### src/rtl/dba_params.svh
`ifndef DBA_PARAMS_SVH
`define DBA_PARAMS_SVH
// How it works
// - Generate raster timing, interlace selectable
// - Software sets format, cursor, blink, height
// - Events raise interrupt and show in status
// - Independent buffer configuration implemented here
// - Chip select and latch strobes move data
// - Device drives RAM address: cursor or pointer
// - Transfers happen only while display blanked
// - Pointer, cursor-with-increment and block fill commands
// - Ready interrupt when a command finishes
// - Command in active window waits for flyback; a fill starts at once
// - Command in vertical flyback runs at once; a read or write in the frame's last cycle waits
// - Host loads latch before write or fill
// - Host loads address, checks done, then commands
// - Write clears done, copies latch, sets done
// - Read clears done, fills latch, sets done
// - Host reads latch only after done
// - Host sets start cursor, end pointer before fill
// - Fill writes latch from cursor through pointer
// - Fill blanks screen until next vertical retrace
// - Fill writes one location per two characters
`define DBA_AW 14
`define DBA_DW 8
`define DBA_RW 16
`define DBA_REG_CURSOR 3'h0
`define DBA_REG_POINTER 3'h1
`define DBA_REG_COMMAND 3'h2
`define DBA_REG_CONTROL 3'h3
`define DBA_REG_FORMAT 3'h4
`define DBA_REG_STATUS 3'h5
`define DBA_OP_POINTER 2'h0
`define DBA_OP_CURSOR 2'h1
`define DBA_OP_FILL 2'h2
`define DBA_CMD_WRITE 2
`define DBA_CMD_INCR 3
`define DBA_CTL_INTERLACE 0
`define DBA_CTL_BLOCKCUR 1
`define DBA_CTL_BLINKFAST 2
`define DBA_CTL_DOUBLEH 3
`define DBA_CTL_BLANK 4
`define DBA_CTL_MASKRDY 5
`define DBA_CTL_MASKVBL 6
`define DBA_CTL_RESET 16'h0000
`define DBA_FMT_RESET 16'hc4d0
`define DBA_ST_READY 0
`define DBA_ST_VBLANK 1
`define DBA_HBLANK_CHARS 20
`define DBA_VBLANK_ROWS 2
`define DBA_HSYNC_START 4
`define DBA_HSYNC_END 12
`define DBA_VSYNC_LINES 3
`define DBA_H_ADDRA 6'h00
`define DBA_H_ADDRB 6'h01
`define DBA_H_DATA 6'h02
`define DBA_H_ORDER 6'h03
`define DBA_H_PASS 6'h04
`endif

### src/rtl/dba_pkg.sv
`include "dba_params.svh"
package dba_pkg;
   typedef logic [`DBA_AW-1:0] dba_addr_t;
   typedef logic [`DBA_DW-1:0] dba_data_t;
   typedef logic [`DBA_RW-1:0] dba_reg_t;
   typedef enum logic [1:0] {SEQ_IDLE, SEQ_WAIT, SEQ_XFER, SEQ_FILL} dba_seq_t;
   typedef enum logic [2:0] {
      H_IDLE, H_LATCH, H_ADDR1, H_ADDR2, H_CHECK, H_CMD, H_SETTLE, H_WAITRD
   } dba_hst_state_t;
   typedef struct packed {
      dba_seq_t  seq;
      logic      phase;
      logic      doWrite;
      logic      doIncr;
      logic      useCursor;
      dba_addr_t cursor;
      dba_addr_t pointer;
      dba_addr_t work;
      dba_data_t latch;
      dba_reg_t  control;
      dba_reg_t  format;
      logic [1:0] status;
      logic      done;
      logic      fillBlank;
      logic      field;
      logic [5:0] frame;
      dba_addr_t dispAddr;
      logic [3:0] lineAddr;
      logic      hsync;
      logic      vsync;
      logic      blank;
      logic      cursorOut;
   } dba_dev_t;
   typedef struct packed {
      dba_hst_state_t state;
      logic [1:0] op;
      logic      wr;
      logic      incr;
      dba_addr_t addrA;
      dba_addr_t addrB;
      dba_data_t data;
      dba_data_t rdData;
      logic [2:0] passAddr;
      dba_reg_t  passData;
      logic      passPending;
      logic      apValid;
      logic      apWrite;
      logic [5:0] apIdx;
      logic [31:0] hrdata;
   } dba_hst_t;
endpackage : dba_pkg

### src/rtl/dba_link_if.sv
`timescale 1ns/1ps
`default_nettype none
interface dba_link_if;
   import dba_pkg::*;
   logic       regWr;
   logic [2:0] regAddr;
   dba_reg_t   regWdata;
   logic       latchWr;
   dba_data_t  latchWdata;
   dba_data_t  latchQ;
   logic       commandDoneFlag;
   logic       readyIrq;
   modport device (input regWr, regAddr, regWdata, latchWr, latchWdata,
                   output latchQ, commandDoneFlag, readyIrq);
   modport host (output regWr, regAddr, regWdata, latchWr, latchWdata,
                 input latchQ, commandDoneFlag, readyIrq);
endinterface : dba_link_if
`default_nettype wire

### src/rtl/dba_device.sv
`timescale 1ns/1ps
`default_nettype none
module dba_device #(
   parameter int HBLANK_CHARS = `DBA_HBLANK_CHARS,
   parameter int VBLANK_ROWS  = `DBA_VBLANK_ROWS
) (
   input  wire logic          mclk,
   input  wire logic          rst,
   dba_link_if.device         link,
   output logic               bufferChipSelect,
   output logic               latchLoadStrobe,
   output logic               latchDriveStrobe,
   output dba_pkg::dba_addr_t ramAddr,
   output dba_pkg::dba_data_t ramDataOut,
   output logic               ramDataOe,
   input  wire dba_pkg::dba_data_t ramDataIn,
   output logic               hsync,
   output logic               vsync,
   output logic               compositeBlanking,
   output logic               cursorOut,
   output logic [3:0]         lineAddr,
   output logic               oddField
);
   import dba_pkg::*;

   dba_dev_t   st;
   dba_dev_t   nxt_st;
   logic [7:0] hCnt;
   logic [3:0] lineCnt;
   logic [4:0] rowCnt;
   logic       hWrap;
   logic       lWrap;
   logic       rWrap;
   logic [6:0] chars;
   logic [3:0] linesM1;
   logic [4:0] rows;
   logic [7:0] hLimit;
   logic [7:0] hHalf;
   logic       hAct;
   logic       activeRow;
   logic       inWindow;
   logic       vStart;
   logic       frameEnd;
   logic       vsyncEven;
   logic       vsyncOdd;
   logic       blinkOn;
   logic       cmdWr;
   logic       readyEvt;
   logic [1:0] clrBits;
   logic [1:0] op;
   dba_addr_t  dispAddr;

   assign chars   = st.format[6:0];
   assign linesM1 = st.format[10:7];
   assign rows    = st.format[15:11];
   assign hLimit  = 8'(int'(chars) + HBLANK_CHARS - 1);
   assign hHalf   = hLimit >> 1;

   dba_span_counter #(.W(8)) u_hcnt (
      .mclk  (mclk),
      .rst   (rst),
      .step  (1'b1),
      .limit (hLimit),
      .count (hCnt),
      .wrap  (hWrap)
   );
   dba_span_counter #(.W(4)) u_lcnt (
      .mclk  (mclk),
      .rst   (rst),
      .step  (hWrap),
      .limit (linesM1),
      .count (lineCnt),
      .wrap  (lWrap)
   );
   dba_span_counter #(.W(5)) u_rcnt (
      .mclk  (mclk),
      .rst   (rst),
      .step  (hWrap & lWrap),
      .limit (5'(int'(rows) + VBLANK_ROWS - 1)),
      .count (rowCnt),
      .wrap  (rWrap)
   );

   always_comb begin
      nxt_st    = st;
      readyEvt  = 1'b0;
      op        = link.regWdata[1:0];
      hAct      = hCnt < {1'b0, chars};
      activeRow = rowCnt < rows;
      inWindow  = activeRow & ~st.control[`DBA_CTL_BLANK];
      vStart    = hWrap & lWrap & (rowCnt == rows - 5'h1);
      // Last cycle of the frame leaves no flyback for a two-cycle transfer
      frameEnd  = hWrap & lWrap & rWrap & ~st.control[`DBA_CTL_BLANK];
      dispAddr  = `DBA_AW'(rowCnt * chars) + `DBA_AW'(hCnt);
      blinkOn   = st.control[`DBA_CTL_BLINKFAST] ? st.frame[3] : st.frame[4];
      cmdWr     = link.regWr & (link.regAddr == `DBA_REG_COMMAND);
      clrBits   = (link.regWr & (link.regAddr == `DBA_REG_STATUS)) ?
                  link.regWdata[1:0] : 2'h0;

      // Raster outputs, registered one character late as a group
      nxt_st.dispAddr = dispAddr;
      nxt_st.lineAddr = st.control[`DBA_CTL_DOUBLEH] ?
                        {1'b0, lineCnt[3:1]} : lineCnt;
      nxt_st.hsync = (hCnt >= 8'(int'(chars) + `DBA_HSYNC_START)) &&
                     (hCnt < 8'(int'(chars) + `DBA_HSYNC_END));
      vsyncEven = (rowCnt == rows) && (lineCnt < 4'(`DBA_VSYNC_LINES));
      // Odd interlace field shifts vertical sync by half a line
      vsyncOdd  = (rowCnt == rows) &&
                  ((lineCnt != 4'h0) || (hCnt >= hHalf)) &&
                  ((lineCnt < 4'(`DBA_VSYNC_LINES)) ||
                   ((lineCnt == 4'(`DBA_VSYNC_LINES)) && (hCnt < hHalf)));
      nxt_st.vsync = (st.control[`DBA_CTL_INTERLACE] & st.field) ?
                     vsyncOdd : vsyncEven;
      nxt_st.blank = ~(hAct & activeRow) | st.control[`DBA_CTL_BLANK] |
                     st.fillBlank;
      nxt_st.cursorOut = hAct & activeRow & (dispAddr == st.cursor) & blinkOn &
                         (st.control[`DBA_CTL_BLOCKCUR] | (lineCnt == linesM1));
      if (hWrap & lWrap & rWrap) begin
         nxt_st.frame = st.frame + 6'h1;
         nxt_st.field = st.control[`DBA_CTL_INTERLACE] & ~st.field;
      end

      // Register port
      if (link.regWr) begin
         unique case (link.regAddr)
            `DBA_REG_CURSOR:  nxt_st.cursor  = link.regWdata[`DBA_AW-1:0];
            `DBA_REG_POINTER: nxt_st.pointer = link.regWdata[`DBA_AW-1:0];
            `DBA_REG_CONTROL: nxt_st.control = link.regWdata;
            `DBA_REG_FORMAT:  nxt_st.format  = link.regWdata;
            default: ;
         endcase
      end
      if (link.latchWr) begin
         nxt_st.latch = link.latchWdata;
      end
      if (vStart && st.seq != SEQ_FILL) begin
         nxt_st.fillBlank = 1'b0;
      end

      unique case (st.seq)
         SEQ_IDLE: begin
            // Commands are taken only while done is set and op is legal
            if (cmdWr && st.done && op != 2'h3) begin
               nxt_st.done      = 1'b0;
               nxt_st.phase     = 1'b0;
               nxt_st.doWrite   = link.regWdata[`DBA_CMD_WRITE] | (op == `DBA_OP_FILL);
               nxt_st.doIncr    = link.regWdata[`DBA_CMD_INCR];
               nxt_st.useCursor = (op != `DBA_OP_POINTER);
               nxt_st.work      = (op == `DBA_OP_POINTER) ? st.pointer : st.cursor;
               if (op == `DBA_OP_FILL) begin
                  nxt_st.seq       = SEQ_FILL;
                  nxt_st.fillBlank = 1'b1;
               end else if (inWindow || frameEnd) begin
                  nxt_st.seq = SEQ_WAIT;
               end else begin
                  nxt_st.seq = SEQ_XFER;
               end
            end
         end
         SEQ_WAIT: begin
            if (hCnt == {1'b0, chars} || !inWindow) begin
               nxt_st.seq = SEQ_XFER;
            end
         end
         SEQ_XFER: begin
            nxt_st.phase = ~st.phase;
            if (st.phase) begin
               if (!st.doWrite) begin
                  nxt_st.latch = ramDataIn;
               end
               if (st.useCursor && st.doIncr) begin
                  nxt_st.cursor = st.cursor + `DBA_AW'(1);
               end
               nxt_st.done = 1'b1;
               readyEvt    = 1'b1;
               nxt_st.seq  = SEQ_IDLE;
            end
         end
         SEQ_FILL: begin
            nxt_st.phase = ~st.phase;
            if (st.phase) begin
               if (st.work == st.pointer) begin
                  nxt_st.done = 1'b1;
                  readyEvt    = 1'b1;
                  nxt_st.seq  = SEQ_IDLE;
               end else begin
                  nxt_st.work = st.work + `DBA_AW'(1);
               end
            end
         end
      endcase

      // Sticky events: a new event beats a clear in the same cycle
      nxt_st.status = (st.status & ~clrBits) | {vStart, readyEvt};
   end

   always_ff @(posedge mclk or posedge rst) begin
      if (rst) begin
         st         <= '0;
         st.done    <= 1'b1;
         st.format  <= `DBA_FMT_RESET;
         st.control <= `DBA_CTL_RESET;
         st.blank   <= 1'b1;
      end else begin
         st <= nxt_st;
      end
   end

   assign bufferChipSelect  = (st.seq == SEQ_XFER) | (st.seq == SEQ_FILL);
   assign latchDriveStrobe  = bufferChipSelect & st.phase & st.doWrite;
   assign latchLoadStrobe   = (st.seq == SEQ_XFER) & st.phase & ~st.doWrite;
   assign ramAddr           = bufferChipSelect ? st.work : st.dispAddr;
   assign ramDataOut        = st.latch;
   assign ramDataOe         = latchDriveStrobe;
   assign hsync             = st.hsync;
   assign vsync             = st.vsync;
   assign compositeBlanking = st.blank;
   assign cursorOut         = st.cursorOut;
   assign lineAddr          = st.lineAddr;
   assign oddField          = st.field;
   assign link.latchQ          = st.latch;
   assign link.commandDoneFlag = st.done;
   assign link.readyIrq = |(st.status & {st.control[`DBA_CTL_MASKVBL],
                                         st.control[`DBA_CTL_MASKRDY]});
endmodule : dba_device
`default_nettype wire

### src/rtl/dba_span_counter.sv
`timescale 1ns/1ps
`default_nettype none
module dba_span_counter #(
   parameter int W = 8
) (
   input  wire logic         mclk,
   input  wire logic         rst,
   input  wire logic         step,
   input  wire logic [W-1:0] limit,
   output logic      [W-1:0] count,
   output logic              wrap
);
   import dba_pkg::*;
   typedef struct packed {
      logic [W-1:0] count;
   } dba_span_t;
   dba_span_t st;
   dba_span_t nxt_st;

   // A limit lowered under the count still wraps at the next step
   always_comb begin
      nxt_st = st;
      wrap = step & (st.count >= limit);
      if (step) begin
         nxt_st.count = wrap ? '0 : st.count + W'(1);
      end
   end

   always_ff @(posedge mclk or posedge rst) begin
      if (rst) begin
         st <= '0;
      end else begin
         st <= nxt_st;
      end
   end

   assign count = st.count;
endmodule : dba_span_counter
`default_nettype wire

### src/flat_wrapper.sv
// flat-port wrapper written by rule: the top's interface ports become plain ports
module dba_device_flat import dba_pkg::*;
#(
   parameter int HBLANK_CHARS = `DBA_HBLANK_CHARS,
   parameter int VBLANK_ROWS  = `DBA_VBLANK_ROWS
)
  (mclk, rst, bufferChipSelect, latchLoadStrobe, latchDriveStrobe, ramAddr, ramDataOut, ramDataOe, ramDataIn, hsync, vsync, compositeBlanking, cursorOut, lineAddr, oddField, link_regWr, link_regAddr, link_regWdata, link_latchWr, link_latchWdata, link_latchQ, link_commandDoneFlag, link_readyIrq);
  dba_link_if link_i ();
  input  wire logic mclk;
  input  wire logic rst;
  output logic bufferChipSelect;
  output logic latchLoadStrobe;
  output logic latchDriveStrobe;
  output dba_pkg::dba_addr_t ramAddr;
  output dba_pkg::dba_data_t ramDataOut;
  output logic ramDataOe;
  input  wire dba_pkg::dba_data_t ramDataIn;
  output logic hsync;
  output logic vsync;
  output logic compositeBlanking;
  output logic cursorOut;
  output logic [3:0] lineAddr;
  output logic oddField;
  input wire logic [$bits(link_i.regWr)-1:0] link_regWr;
  input wire logic [$bits(link_i.regAddr)-1:0] link_regAddr;
  input wire logic [$bits(link_i.regWdata)-1:0] link_regWdata;
  input wire logic [$bits(link_i.latchWr)-1:0] link_latchWr;
  input wire logic [$bits(link_i.latchWdata)-1:0] link_latchWdata;
  output wire logic [$bits(link_i.latchQ)-1:0] link_latchQ;
  output wire logic [$bits(link_i.commandDoneFlag)-1:0] link_commandDoneFlag;
  output wire logic [$bits(link_i.readyIrq)-1:0] link_readyIrq;
  assign link_i.regWr = link_regWr;
  assign link_i.regAddr = link_regAddr;
  assign link_i.regWdata = link_regWdata;
  assign link_i.latchWr = link_latchWr;
  assign link_i.latchWdata = link_latchWdata;
  assign link_latchQ = link_i.latchQ;
  assign link_commandDoneFlag = link_i.commandDoneFlag;
  assign link_readyIrq = link_i.readyIrq;
  dba_device #(.HBLANK_CHARS(HBLANK_CHARS), .VBLANK_ROWS(VBLANK_ROWS)) u_core (.mclk(mclk), .rst(rst), .link(link_i), .bufferChipSelect(bufferChipSelect), .latchLoadStrobe(latchLoadStrobe), .latchDriveStrobe(latchDriveStrobe), .ramAddr(ramAddr), .ramDataOut(ramDataOut), .ramDataOe(ramDataOe), .ramDataIn(ramDataIn), .hsync(hsync), .vsync(vsync), .compositeBlanking(compositeBlanking), .cursorOut(cursorOut), .lineAddr(lineAddr), .oddField(oddField));
endmodule
### config.mk
export PLATFORM = sky130hd
export DESIGN_NAME = dba_device_flat
export DESIGN_NICKNAME = d
export VERILOG_FILES = /design/src/rtl/dba_pkg.sv /design/src/rtl/dba_link_if.sv /design/src/rtl/dba_device.sv /design/src/rtl/dba_span_counter.sv /design/src/flat_wrapper.sv
export VERILOG_INCLUDE_DIRS = /design/src /design/src/rtl
export SDC_FILE = /design/constraint.sdc
export NUM_CORES = 1
export LEC_CHECK = 0
export BUFFER_PORTS_ARGS = -buffer_cell sky130_fd_sc_hd__buf_4
export CELL_PAD_IN_SITES_DETAIL_PLACEMENT = 2
export CELL_PAD_IN_SITES_GLOBAL_PLACEMENT = 2
export CORE_AREA = 2 2 131 183
export CTS_CLUSTER_DIAMETER = 50
export DETAILED_ROUTE_END_ITERATION = 10
export DIE_AREA = 0 0 133 185
export PLACE_DENSITY_LB_ADDON = 0.1
export SYNTH_ARGS = -nofsm -noshare
export SYNTH_HDL_FRONTEND = slang
export SYNTH_SLANG_ARGS = --single-unit
### constraint.sdc
create_clock -name mclk -period 13.7 [get_ports mclk]
set_input_delay 1.37 -clock mclk [delete_from_list [all_inputs] [get_ports mclk]]
set_output_delay 1.37 -clock mclk [all_outputs]
set_load 0.01 [all_outputs]
==> flow_metrics.py, run 1 <==
metrics = {
    "final_layout": {
        "fin_nets": 1193,
        "syn_to_final_growth_pct": 14.01,
        "post_layout_nonfiller_instances": 1368,
        "final_util": 0.4584,
        "diodes": 0,
        "drive_above_1_share": 0.1714,
    },
    "worst_setup_path": {
        "critPathLaunchType": "flop",
        "cp-startpoint": "u_core.chars[2]",
        "worstPathRequired_ns": 14.02,
        "cp_max_fo": 14,
        "cp.arrival_ns": 4.79,
        "rr_startpoint": "u_core.chars[2]",
        "critPathKind": "reg2reg",
        "crit_path_end_kind": "flop",
    },
    "synth": {
        "ys_async_sr_fraction": 1.000,
        "yosys.area.top_type_share": 0.3214,
        "syn_avg_cell_area_um2": 9.218,
        "synth_area_leaders": "dfrtp_1 (32%), ha_1 (11%), mux2_2 (5.1%)",
        "synth_fp_nets": 1149,
        "ys.flop_type": "dfrtp_1",
        "synth_fa_ha_area_frac": 0.1605,
        "synth_edf_count": 0,
        "synth-compound-area-share": 0.1484,
        "synth-seq-area-share": 0.3441,
        "ys_types": 70,
        "synthSimpleGateAreaFrac": 0.1557,
        "synth_mux_area_frac": 0.06632,
        "syn_area_um2": 9264,
        "ys_warn_count": 0,
        "synth_top_family_by_area": "adder cells",
        "synth_xor_xnor_area_share": 0.05956,
        "ys_ff_latch": 127,
        "synth_top_area_cell": "dfrtp_1",
        "syn_inst": 1005,
    },
    "detailed_routing": {
        "wl_per_cell_um": 22.16,
        "detail_route.wirelength_mm": 30.32,
        "route.detailed.drc": 0,
        "via_count": 7648,
        "drt_iter0_drc": 312,
        "drtAntennaViolNets": 0,
        "drt_pass1_iterations": 4,
        "via_per_inst": 5.591,
    },
    "sta": {
        "rsz0062_at_grt": "false",
        "period_share": 0.3263,
        "fin_tns_setup_ns": 0,
        "relSlewSlack": 0.4122,
        "timing.fmax_mhz": 223.7,
        "hold_viol": 0,
        "setup_violations": 0,
        "drv_slew": 0,
        "finalCriticalPeriod_ns": 4.471,
        "worstMarginPinSlew_ns": 0.8817,
        "skew_ns": 0.01231,
    },
    "floorplanning": {
        "die_h_um": 185,
        "ioPinCount": 84,
        "placementRows": 66,
        "coreArea_um2": 23040,
        "initial_core_util": 0.4021,
        "die_area_um2": 24610,
        "die_w_um": 133,
    },
    "clocking": {
        "cts_tree": "yes",
        "cts_max_level": 4,
        "postCtsSetupBuffers": 0,
        "path_clk_slew_ns": 0.06,
        "cts.path.max_buffers": 2,
        "cts_sinks": 127,
        "cts_hold_buf": 0,
        "post_cts_resized": 0,
        "worstSkewPairLatency_ns": 0.44,
        "clockRootBuffer": "clkbuf_16",
        "cts_buffers": 17,
    },
    "global_routing": {
        "antenna_found_initial": 0,
        "grt_max_degree": 67,
        "grt_pass1_vias": 8482,
        "grt-ovfl-total": 0,
        "grt_pass1_wl_mm": 48.64,
        "grt_usage": 0.2587,
    },
    "worst_hold_path": {
        "min-delay-start": "u_core.st[26]",
        "worst_hold_path_type": "reg2reg",
    },
    "power": {
        "power_density_nw_per_um2": 195.9,
        "leakagePower_nw": 4.950,
        "peakVddDrop_uv": 102.3,
    },
    "place": {
        "place_inst": 1336,
        "hpwlAfterDp_mm": 23.42,
        "io_buffer_count": 83,
        "place.gp.congestion": 0.8345,
    },
    "outcome": {
        "status": "finished clean",
    },
    "job": {
        "cap_violations": 0,
    },
}
## state kept, by name, summed over array words and instances (netlist names)
| signal | count |
|---|---|
| u_core.st | 76 |
| u_core.link.latchQ | 8 |
| u_core.u_hcnt.count | 8 |
| u_core.chars | 7 |
| u_core.rows | 5 |
| u_core.u_rcnt.count | 5 |
| u_core.lineAddr | 4 |
| u_core.linesM1 | 4 |
| u_core.u_lcnt.count | 4 |
| u_core.compositeBlanking | 1 |
| u_core.cursorOut | 1 |
| u_core.hsync | 1 |
| u_core.link.commandDoneFlag | 1 |
| u_core.oddField | 1 |
| u_core.vsync | 1 |
## where the power goes
| part | internal (mW) | leakage (nW) | switching, mW |
|---|---|---|---|
| logic | 0.423 | 3.13 | 0.545 |
| clock network | 0.271 | 0.273 | 0.171 |
| registers | 0.496 | 1.55 | 0.163 |
## layout make-up
| class | instances | area, um^2 |
|---|---|---|
| Clock buffer | 25 | 465.4 |
| Clock inverter | 7 | 88.84 |
| Fill cell | 2474 | 12480 |
| Inverter | 74 | 282.8 |
| Multi-Input combinational cell | 740 | 5485 |
| Sequential cell | 127 | 3188 |
| Tap cell | 306 | 382.9 |
| Timing Repair Buffer | 89 | 668.1 |
## synth_stat cells (all sizes together) (3+ instances only)
cell / instances
dfrtp: 119
nand2: 105
ha: 82
o21ai: 78
inv: 74
nor2: 64
a21oi: 47
mux2: 43
clkbuf: 38
nand3: 38
xnor2: 36
xor2: 27
buf: 26
fa: 23
and2: 19
a21o: 14
mux2i: 13
nor3: 12
nor2b: 11
a211oi: 10
and3: 10
nand2b: 10
nand4: 10
dfstp: 8
o31ai: 8
a31oi: 6
o22ai: 6
a311oi: 5
a2111oi: 4
nor4: 4
o21a: 4
or3: 4
a211o: 3
a22o: 3
nand4b: 3
nor3b: 3
o211ai: 3
o221ai: 3
## path summary, 6_finish.rpt
path                                    endpoint  cells after the start  slack (ns)
setup / recovery                u_core.cursorOut                     14        9.23
min in group asynchronous  u_core.link.latchQ[2]                      2        1.02
setup reg to reg                u_core.cursorOut                     14        9.23
hold reg to reg                    u_core.st[26]                      1        0.50
hold / removal                     u_core.st[26]                      1        0.50
max in group asynchronous          u_core.st[94]                      3       11.36
## critical path, cell delays in order, from the launching register on
cell	delay [ns]
dfrtp_1	0.56
and2_1	0.25
fa_1	0.51
fa_1	0.55
inv_1	0.05
fa_1	0.53
inv_1	0.05
ha_1	0.39
a21o_1	0.20
a31o_2	0.24
o41ai_1	0.44
nand2_1	0.15
xor2_1	0.18
o221ai_1	0.20
nor3_1	0.06
## layout by cell type, fill, tap and decap left out, types with 4 or more instances in the layout
cell / count
a21oi_1: 46
mux2_2: 42
dfstp_2: 8
nand3_1: 38
nor2b_1: 11
fa_1: 23
inv_1: 71
xor2_1: 27
nor2_1: 61
nand2b_1: 9
mux2i_1: 13
and2_1: 19
nand4_1: 10
xnor2_1: 36
o31ai_1: 7
clkbuf_1: 7
nand2_1: 105
clkbuf_16: 17
and3_1: 10
buf_4: 89
a31oi_1: 6
a311oi_1: 5
nor4_1: 4
o21ai_1: 7
clkinv_2: 4
a2111oi_0: 4
nor3_1: 10
a21o_1: 14
a211oi_1: 10
ha_1: 82
o22ai_1: 6
o21a_1: 4
o21ai_0: 71
dfrtp_1: 119
## through the flow
stage | hold WS, ns | total power [mW] | setup WS (ns) | instance area [um^2]
finish | 0.5006 | 2.069 | 9.229 | 10560
global route | 0.5180 | 2.230 | 9.037 | 10560
CTS | 0.5025 | 2.094 | 9.241 | 10560
detailed placement | 0.4919 | 1.632 | 9.295 | 10010
global placement | 0.4575 | 1.581 | 9.361 | 10010
floorplan | 0.4369 | 1.286 | 8.959 | 9264
## per-layer routing
layer / global-route usage / share of wire / wire [um] / vias up
met5: 0 / 0 / 0 / -
met4: 0.09290 / 0.026 / 800 / 0
met3: 0.03749 / 0.028 / 852 / 41
met2: 0.4837 / 0.54 / 16310 / 119
met1: 0.2993 / 0.41 / 12360 / 3937
li1: - / - / - / 3551
## cell families after synthesis
logic type / Yosys count
AND/OR/NAND/NOR: 301
AO/OA/AOI/OAI: 215
buffers and inverters: 138
flip-flops: 127
adder cells (fa/ha/maj): 105
XOR/XNOR: 63
multiplexers: 56
(Power assumes the default switching activity.)
==> inputs of run 2 (changes only) <==
- CORE_AREA: 2 2 131 183 -> 2 2 135 190
- DIE_AREA: 0 0 133 185 -> 0 0 137 192
- clock period: 13.7 -> 4.6 ns (I/O delays scaled with it)
==> run 2 against run 1 <==
  * Register-to-register slack got worse by 8.9 ns
  * Clock-buffer cell count fell by 1
  * Combinational power rose to 3.1 times the previous value
  * Cell count rose by 1.8%
==> flow_metrics.py, run 2 (synthesis gave the netlist of run 1 again) <==
metrics = {
    "clocking": {
        "postCtsSetupBuffers": 0,
        "cts.path.max_buffers": 2,
        "cts_tree": "yes",
        "cts_sinks": 127,
        "path_clk_slew_ns": 0.06,
        "cts_hold_buf": 0,
        "cts_max_level": 4,
        "cts_buffers": 17,
        "worstSkewPairLatency_ns": 0.44,
        "clockRootBuffer": "clkbuf_16",
    },
    "place": {
        "hpwlAfterDp_mm": 24.20,
        "io_buffer_count": 83,
        "place_inst": 1360,
        "place.gp.congestion": 0.8139,
    },
    "final_layout": {
        "largest_reg_flops": 76,
        "layout_common_cells": "dfrtp_1 (119), nand2_1 (105), buf_4 (104)",
        "syn_to_final_growth_pct": 16.07,
        "drive_above_1_share": 0.1894,
        "multi_input_area_um2": 5493,
        "fillers": 2701,
        "final_common_cell": "dfrtp_1",
        "largest-register": "u_core.st",
        "post_layout_nonfiller_instances": 1392,
        "diodes": 0,
        "fin_nets": 1208,
        "seq_area_um2": 3188,
    },
    "detailed_routing": {
        "via_per_inst": 5.536,
        "detail_route.wirelength_mm": 31.58,
        "drt_iter0_drc": 246,
        "wl_per_cell_um": 22.69,
        "drtAntennaViolNets": 0,
        "route.detailed.drc": 0,
        "via_count": 7706,
        "drt_pass1_iterations": 4,
    },
    "worst_setup_path": {
        "critPathKind": "reg2reg",
        "worstPathRequired_ns": 4.91,
        "r2r_cells": 15,
        "cp.arrival_ns": 4.63,
        "critPathLaunchType": "flop",
        "crit_path_end_kind": "flop",
        "cp_max_fo": 8,
    },
    "floorplanning": {
        "initial_core_util": 0.3781,
        "ioPinCount": 84,
        "coreArea_um2": 24500,
        "placementRows": 68,
        "die_w_um": 137,
        "die_h_um": 192,
        "die_area_um2": 26300,
    },
    "power": {
        "leakagePower_nw": 5.063,
        "power_density_nw_per_um2": 589.9,
        "p_total_mw": 6.343,
        "peakVddDrop_uv": 295.5,
    },
    "sta": {
        "relSlewSlack": 0.3843,
        "drv_slew": 0,
        "fin_tns_setup_ns": 0,
        "hold_viol": 0,
        "period_share": 0.9376,
        "timing.fmax_mhz": 231.9,
        "worstMarginPinSlew_ns": 0.9236,
        "setup_violations": 0,
        "skew_ns": 0.01278,
        "rsz0062_at_grt": "false",
        "timing.hold.ws_ns": 0.1926,
        "finalCriticalPeriod_ns": 4.313,
    },
    "worst_hold_path": {
        "worst_hold_path_type": "in2async",
    },
    "global_routing": {
        "grt_usage": 0.2548,
        "antenna_found_initial": 0,
        "grt_max_degree": 94,
        "grt-ovfl-total": 0,
        "grt_pass1_vias": 8759,
        "grt_pass1_wl_mm": 49.94,
    },
    "job": {
        "cap_violations": 0,
    },
    "outcome": {
        "status": "finished clean",
    },
}
## run 2: changes by cell type in the layout (fill, tap and decap cells not counted)
cell / before / now
clkinv_2: 4 / 2
clkbuf_1: 7 / 1
clkbuf_8: 1 / 6
clkinv_4: 1 / 2
buf_4: 89 / 104
clkinvlp_4: 0 / 2
o41ai_2: 0 / 1
o41ai_1: 1 / 0
## run 2: layout make-up
type / count / area share
inverter: 74 / 0.02630
clock buffer: 24 / 0.04759
tap: 315 / 0.03665
sequential: 127 / 0.2965
timing repair buffer: 104 / 0.07261
clock inverter: 8 / 0.009542
multi-input combinational: 740 / 0.5108
## run 2: final timing paths
check | startpoint | to | slack, ns
setup / recovery | u_core.chars[2] | u_core.cursorOut | 0.29
hold / removal | rst | u_core.link.latchQ[7] | 0.19
setup reg to reg | u_core.chars[2] | u_core.cursorOut | 0.29
hold reg to reg | u_core.st[26] | u_core.st[26] | 0.50
max in group asynchronous | rst | u_core.rows[4] | 3.38
min in group mclk | ramDataIn[1] | u_core.link.latchQ[1] | 0.23
## run 2: power breakdown
| group | leakage (nW) | switching (mW) | internal (mW) |
|---|---|---|---|
| clock network | 0.298 | 0.538 | 0.884 |
| logic | 3.22 | 1.70 | 1.30 |
| registers | 1.55 | 0.441 | 1.48 |
| total | 5.06 | 2.68 | 3.67 |
## run 2: repair_timing
item	in CTS	in global routing
hold endpoints to repair	0	0
resized for setup	0	1
endpoints found under the setup margin	0	1
## run 2: critical path: stages (launching register included)
cell and delay, ns:
dfrtp_1 0.49, buf_4 0.22, nand2_1 0.09, fa_1 0.51
inv_1 0.05, ha_1 0.27, inv_1 0.05, fa_1 0.53
inv_1 0.07, fa_1 0.47, a21o_1 0.23, a311o_1 0.38
a31o_2 0.31, o41a_1 0.33, o211ai_1 0.10, nor3_1 0.08
## run 2: layer usage
metal / wire length [um] / up-vias / part of all wire / global-route usage
met5: 0 / - / 0 / 0
met4: 1253 / 0 / 0.040 / 0.1098
met3: 932 / 54 / 0.030 / 0.04434
met2: 17020 / 117 / 0.54 / 0.4740
met1: 12370 / 3959 / 0.39 / 0.2791
li1: - / 3576 / - / -
## run 2: metrics by stage
step	utilization	instance area (um^2)	setup WS, ns
6_report	0.4388	10750	0.2870
3_3_place_gp	0.4135	10130	0.3441
2_1_floorplan	-	9264	0.2969
3_5_place_dp	0.4135	10130	0.2311
5_1_grt	0.4388	10750	0.01503
4_1_cts	0.4385	10750	0.1851
==> inputs of run 3 (changes only) <==
- BUFFER_PORTS_ARGS: -buffer_cell sky130_fd_sc_hd__buf_4 -> not set
- CAP_MARGIN: not set -> 20
- CORE_AREA: 2 2 135 190 -> 2 2 132 186
- DIE_AREA: 0 0 137 192 -> 0 0 134 188
- DONT_BUFFER_PORTS: not set -> 1
==> run 3 against run 2 <==
  * Die area is 4.2% lower
  * Design area shrank 6.1%
  * Flip-flop and latch count unchanged
  * Critical path type unchanged
  * Largest cell class unchanged
  * Highest routed layer unchanged
==> flow_metrics.py, run 3 (synthesis gave the netlist of run 1 again) <==
metrics = {
    "worst_setup_path": {
        "critPathLaunchType": "flop",
        "critPathKind": "reg2reg",
        "cp.arrival_ns": 4.70,
        "r2r_cells": 14,
        "crit_path_end_kind": "flop",
        "cp_max_fo": 7,
        "worstPathRequired_ns": 4.95,
    },
    "place": {
        "place.gp.congestion": 0.8290,
        "dp_slack_ns": 0.1897,
        "io_buffer_count": 0,
        "hpwlAfterDp_mm": 23.35,
        "place_area_um2": 9517,
    },
    "job": {
        "cap_violations": 0,
    },
    "detailed_routing": {
        "via_count": 7413,
        "wl_per_cell_um": 22.85,
        "drt_iter0_drc": 254,
        "via_per_inst": 5.672,
        "detail_route.wirelength_mm": 29.86,
        "drtAntennaViolNets": 0,
        "route.detailed.drc": 0,
        "drt_pass1_iterations": 4,
    },
    "worst_hold_path": {
        "worst_hold_path_type": "in2async",
    },
    "sta": {
        "skew_ns": 0.01617,
        "drv_slew": 0,
        "finalCriticalPeriod_ns": 4.356,
        "worstMarginPinSlew_ns": 0.9180,
        "setup_violations": 0,
        "setup_ws_ns": 0.2441,
        "fin_tns_setup_ns": 0,
        "relSlewSlack": 0.3867,
        "rsz0062_at_grt": "false",
        "timing.fmax_mhz": 229.6,
        "period_share": 0.9469,
        "hold_viol": 0,
    },
    "final_layout": {
        "fin_nets": 1128,
        "final_area_um2": 10100,
        "largest_reg_flops": 76,
        "diodes": 0,
        "layout_common_cells": "dfrtp_1 (119), nand2_1 (105), ha_1 (82)",
        "drive_above_1_share": 0.1214,
        "seq_area_um2": 3188,
        "syn_to_final_growth_pct": 9.035,
        "final_util": 0.4288,
        "largest-register": "u_core.st",
        "final_common_cell": "dfrtp_1",
        "multi_input_area_um2": 5485,
        "fillers": 2600,
    },
    "clocking": {
        "path_clk_slew_ns": 0.06,
        "cts.path.max_buffers": 2,
        "cts_max_level": 4,
        "cts_tree": "yes",
        "cts_buffers": 17,
        "worstSkewPairLatency_ns": 0.44,
        "clockRootBuffer": "clkbuf_16",
        "cts_sinks": 127,
    },
    "floorplanning": {
        "die_area_um2": 25190,
        "placementRows": 67,
        "initial_core_util": 0.3933,
        "die_w_um": 134,
        "ioPinCount": 84,
        "coreArea_um2": 23560,
        "die_h_um": 188,
    },
    "global_routing": {
        "grt_pass1_wl_mm": 47.80,
        "grt_max_degree": 88,
        "antenna_found_initial": 0,
        "grt-ovfl-total": 0,
        "grt_pass1_vias": 8378,
        "grt_usage": 0.2486,
    },
    "power": {
        "power_density_nw_per_um2": 586.2,
        "peakVddDrop_uv": 294.0,
        "leakagePower_nw": 4.643,
    },
    "outcome": {
        "status": "finished clean",
    },
}
-- run 3: where the power goes --
group | internal (mW) | switching, mW
sequential | 1.48 | 0.493
clock | 0.824 | 0.539
combinational | 1.07 | 1.52
total | 3.37 | 2.56
-- run 3: per-stage QoR --
step | hold WS [ns] | instances | total power [mW]
finish | 0.05715 | 1307 | 5.921
CTS | 0.09161 | 1306 | 6.005
floorplan | 0.4369 | 1005 | 3.829
global route | 0.1140 | 1307 | 6.388
global placement | 0.4582 | 1274 | 4.483
detailed placement | 0.4922 | 1274 | 4.596
-- run 3: area by class of cell --
type                       instances  area share
timing repair buffer              24     0.01784
tap                              310     0.03840
clock buffer                      22     0.04596
multi-input combinational        740      0.5430
inverter                          74     0.02799
clock inverter                    10     0.01115
sequential                       127      0.3156
-- run 3: per-layer routing --
metal / global-route usage / wire length (um)
met1: 0.2742 / 11770
met2: 0.4661 / 16220
met3: 0.04244 / 792
met4: 0.09943 / 1075
met5: 0 / 0
-- run 3: worst max-delay path, cell delays in order (launching register included) --
cell	delay, ns
dfrtp_1	0.47
buf_4	0.21
nand2_1	0.09
fa_1	0.51
fa_1	0.51
fa_1	0.55
inv_1	0.04
ha_1	0.34
a21o_1	0.21
a21oi_1	0.40
xor2_1	0.12
o21ai_0	0.31
o41a_1	0.21
o211ai_1	0.09
nor3_1	0.19
-- run 3: repair_timing --
| action | in CTS | in global routing |
|---|---|---|
| setup buffers | 0 | 1 |
| endpoints found under the hold margin | 0 | 0 |
| hold buffers | 0 | 0 |
| gates resized for setup | 0 | 0 |
| setup endpoints to repair | 0 | 1 |
-- run 3: path summary, 6_finish.rpt --
kind	startpoint	endpoint	slack (ns)
worst max-delay path	u_core.u_rcnt.count[4]	u_core.cursorOut	0.24
worst min-delay path	rst	u_core.link.latchQ[7]	0.06
worst max register to register	u_core.u_rcnt.count[4]	u_core.cursorOut	0.24
worst min register to register	u_core.st[26]	u_core.st[26]	0.50
max in group asynchronous	rst	u_core.st[16]	3.44
min in group mclk	ramDataIn[0]	u_core.link.latchQ[0]	0.15
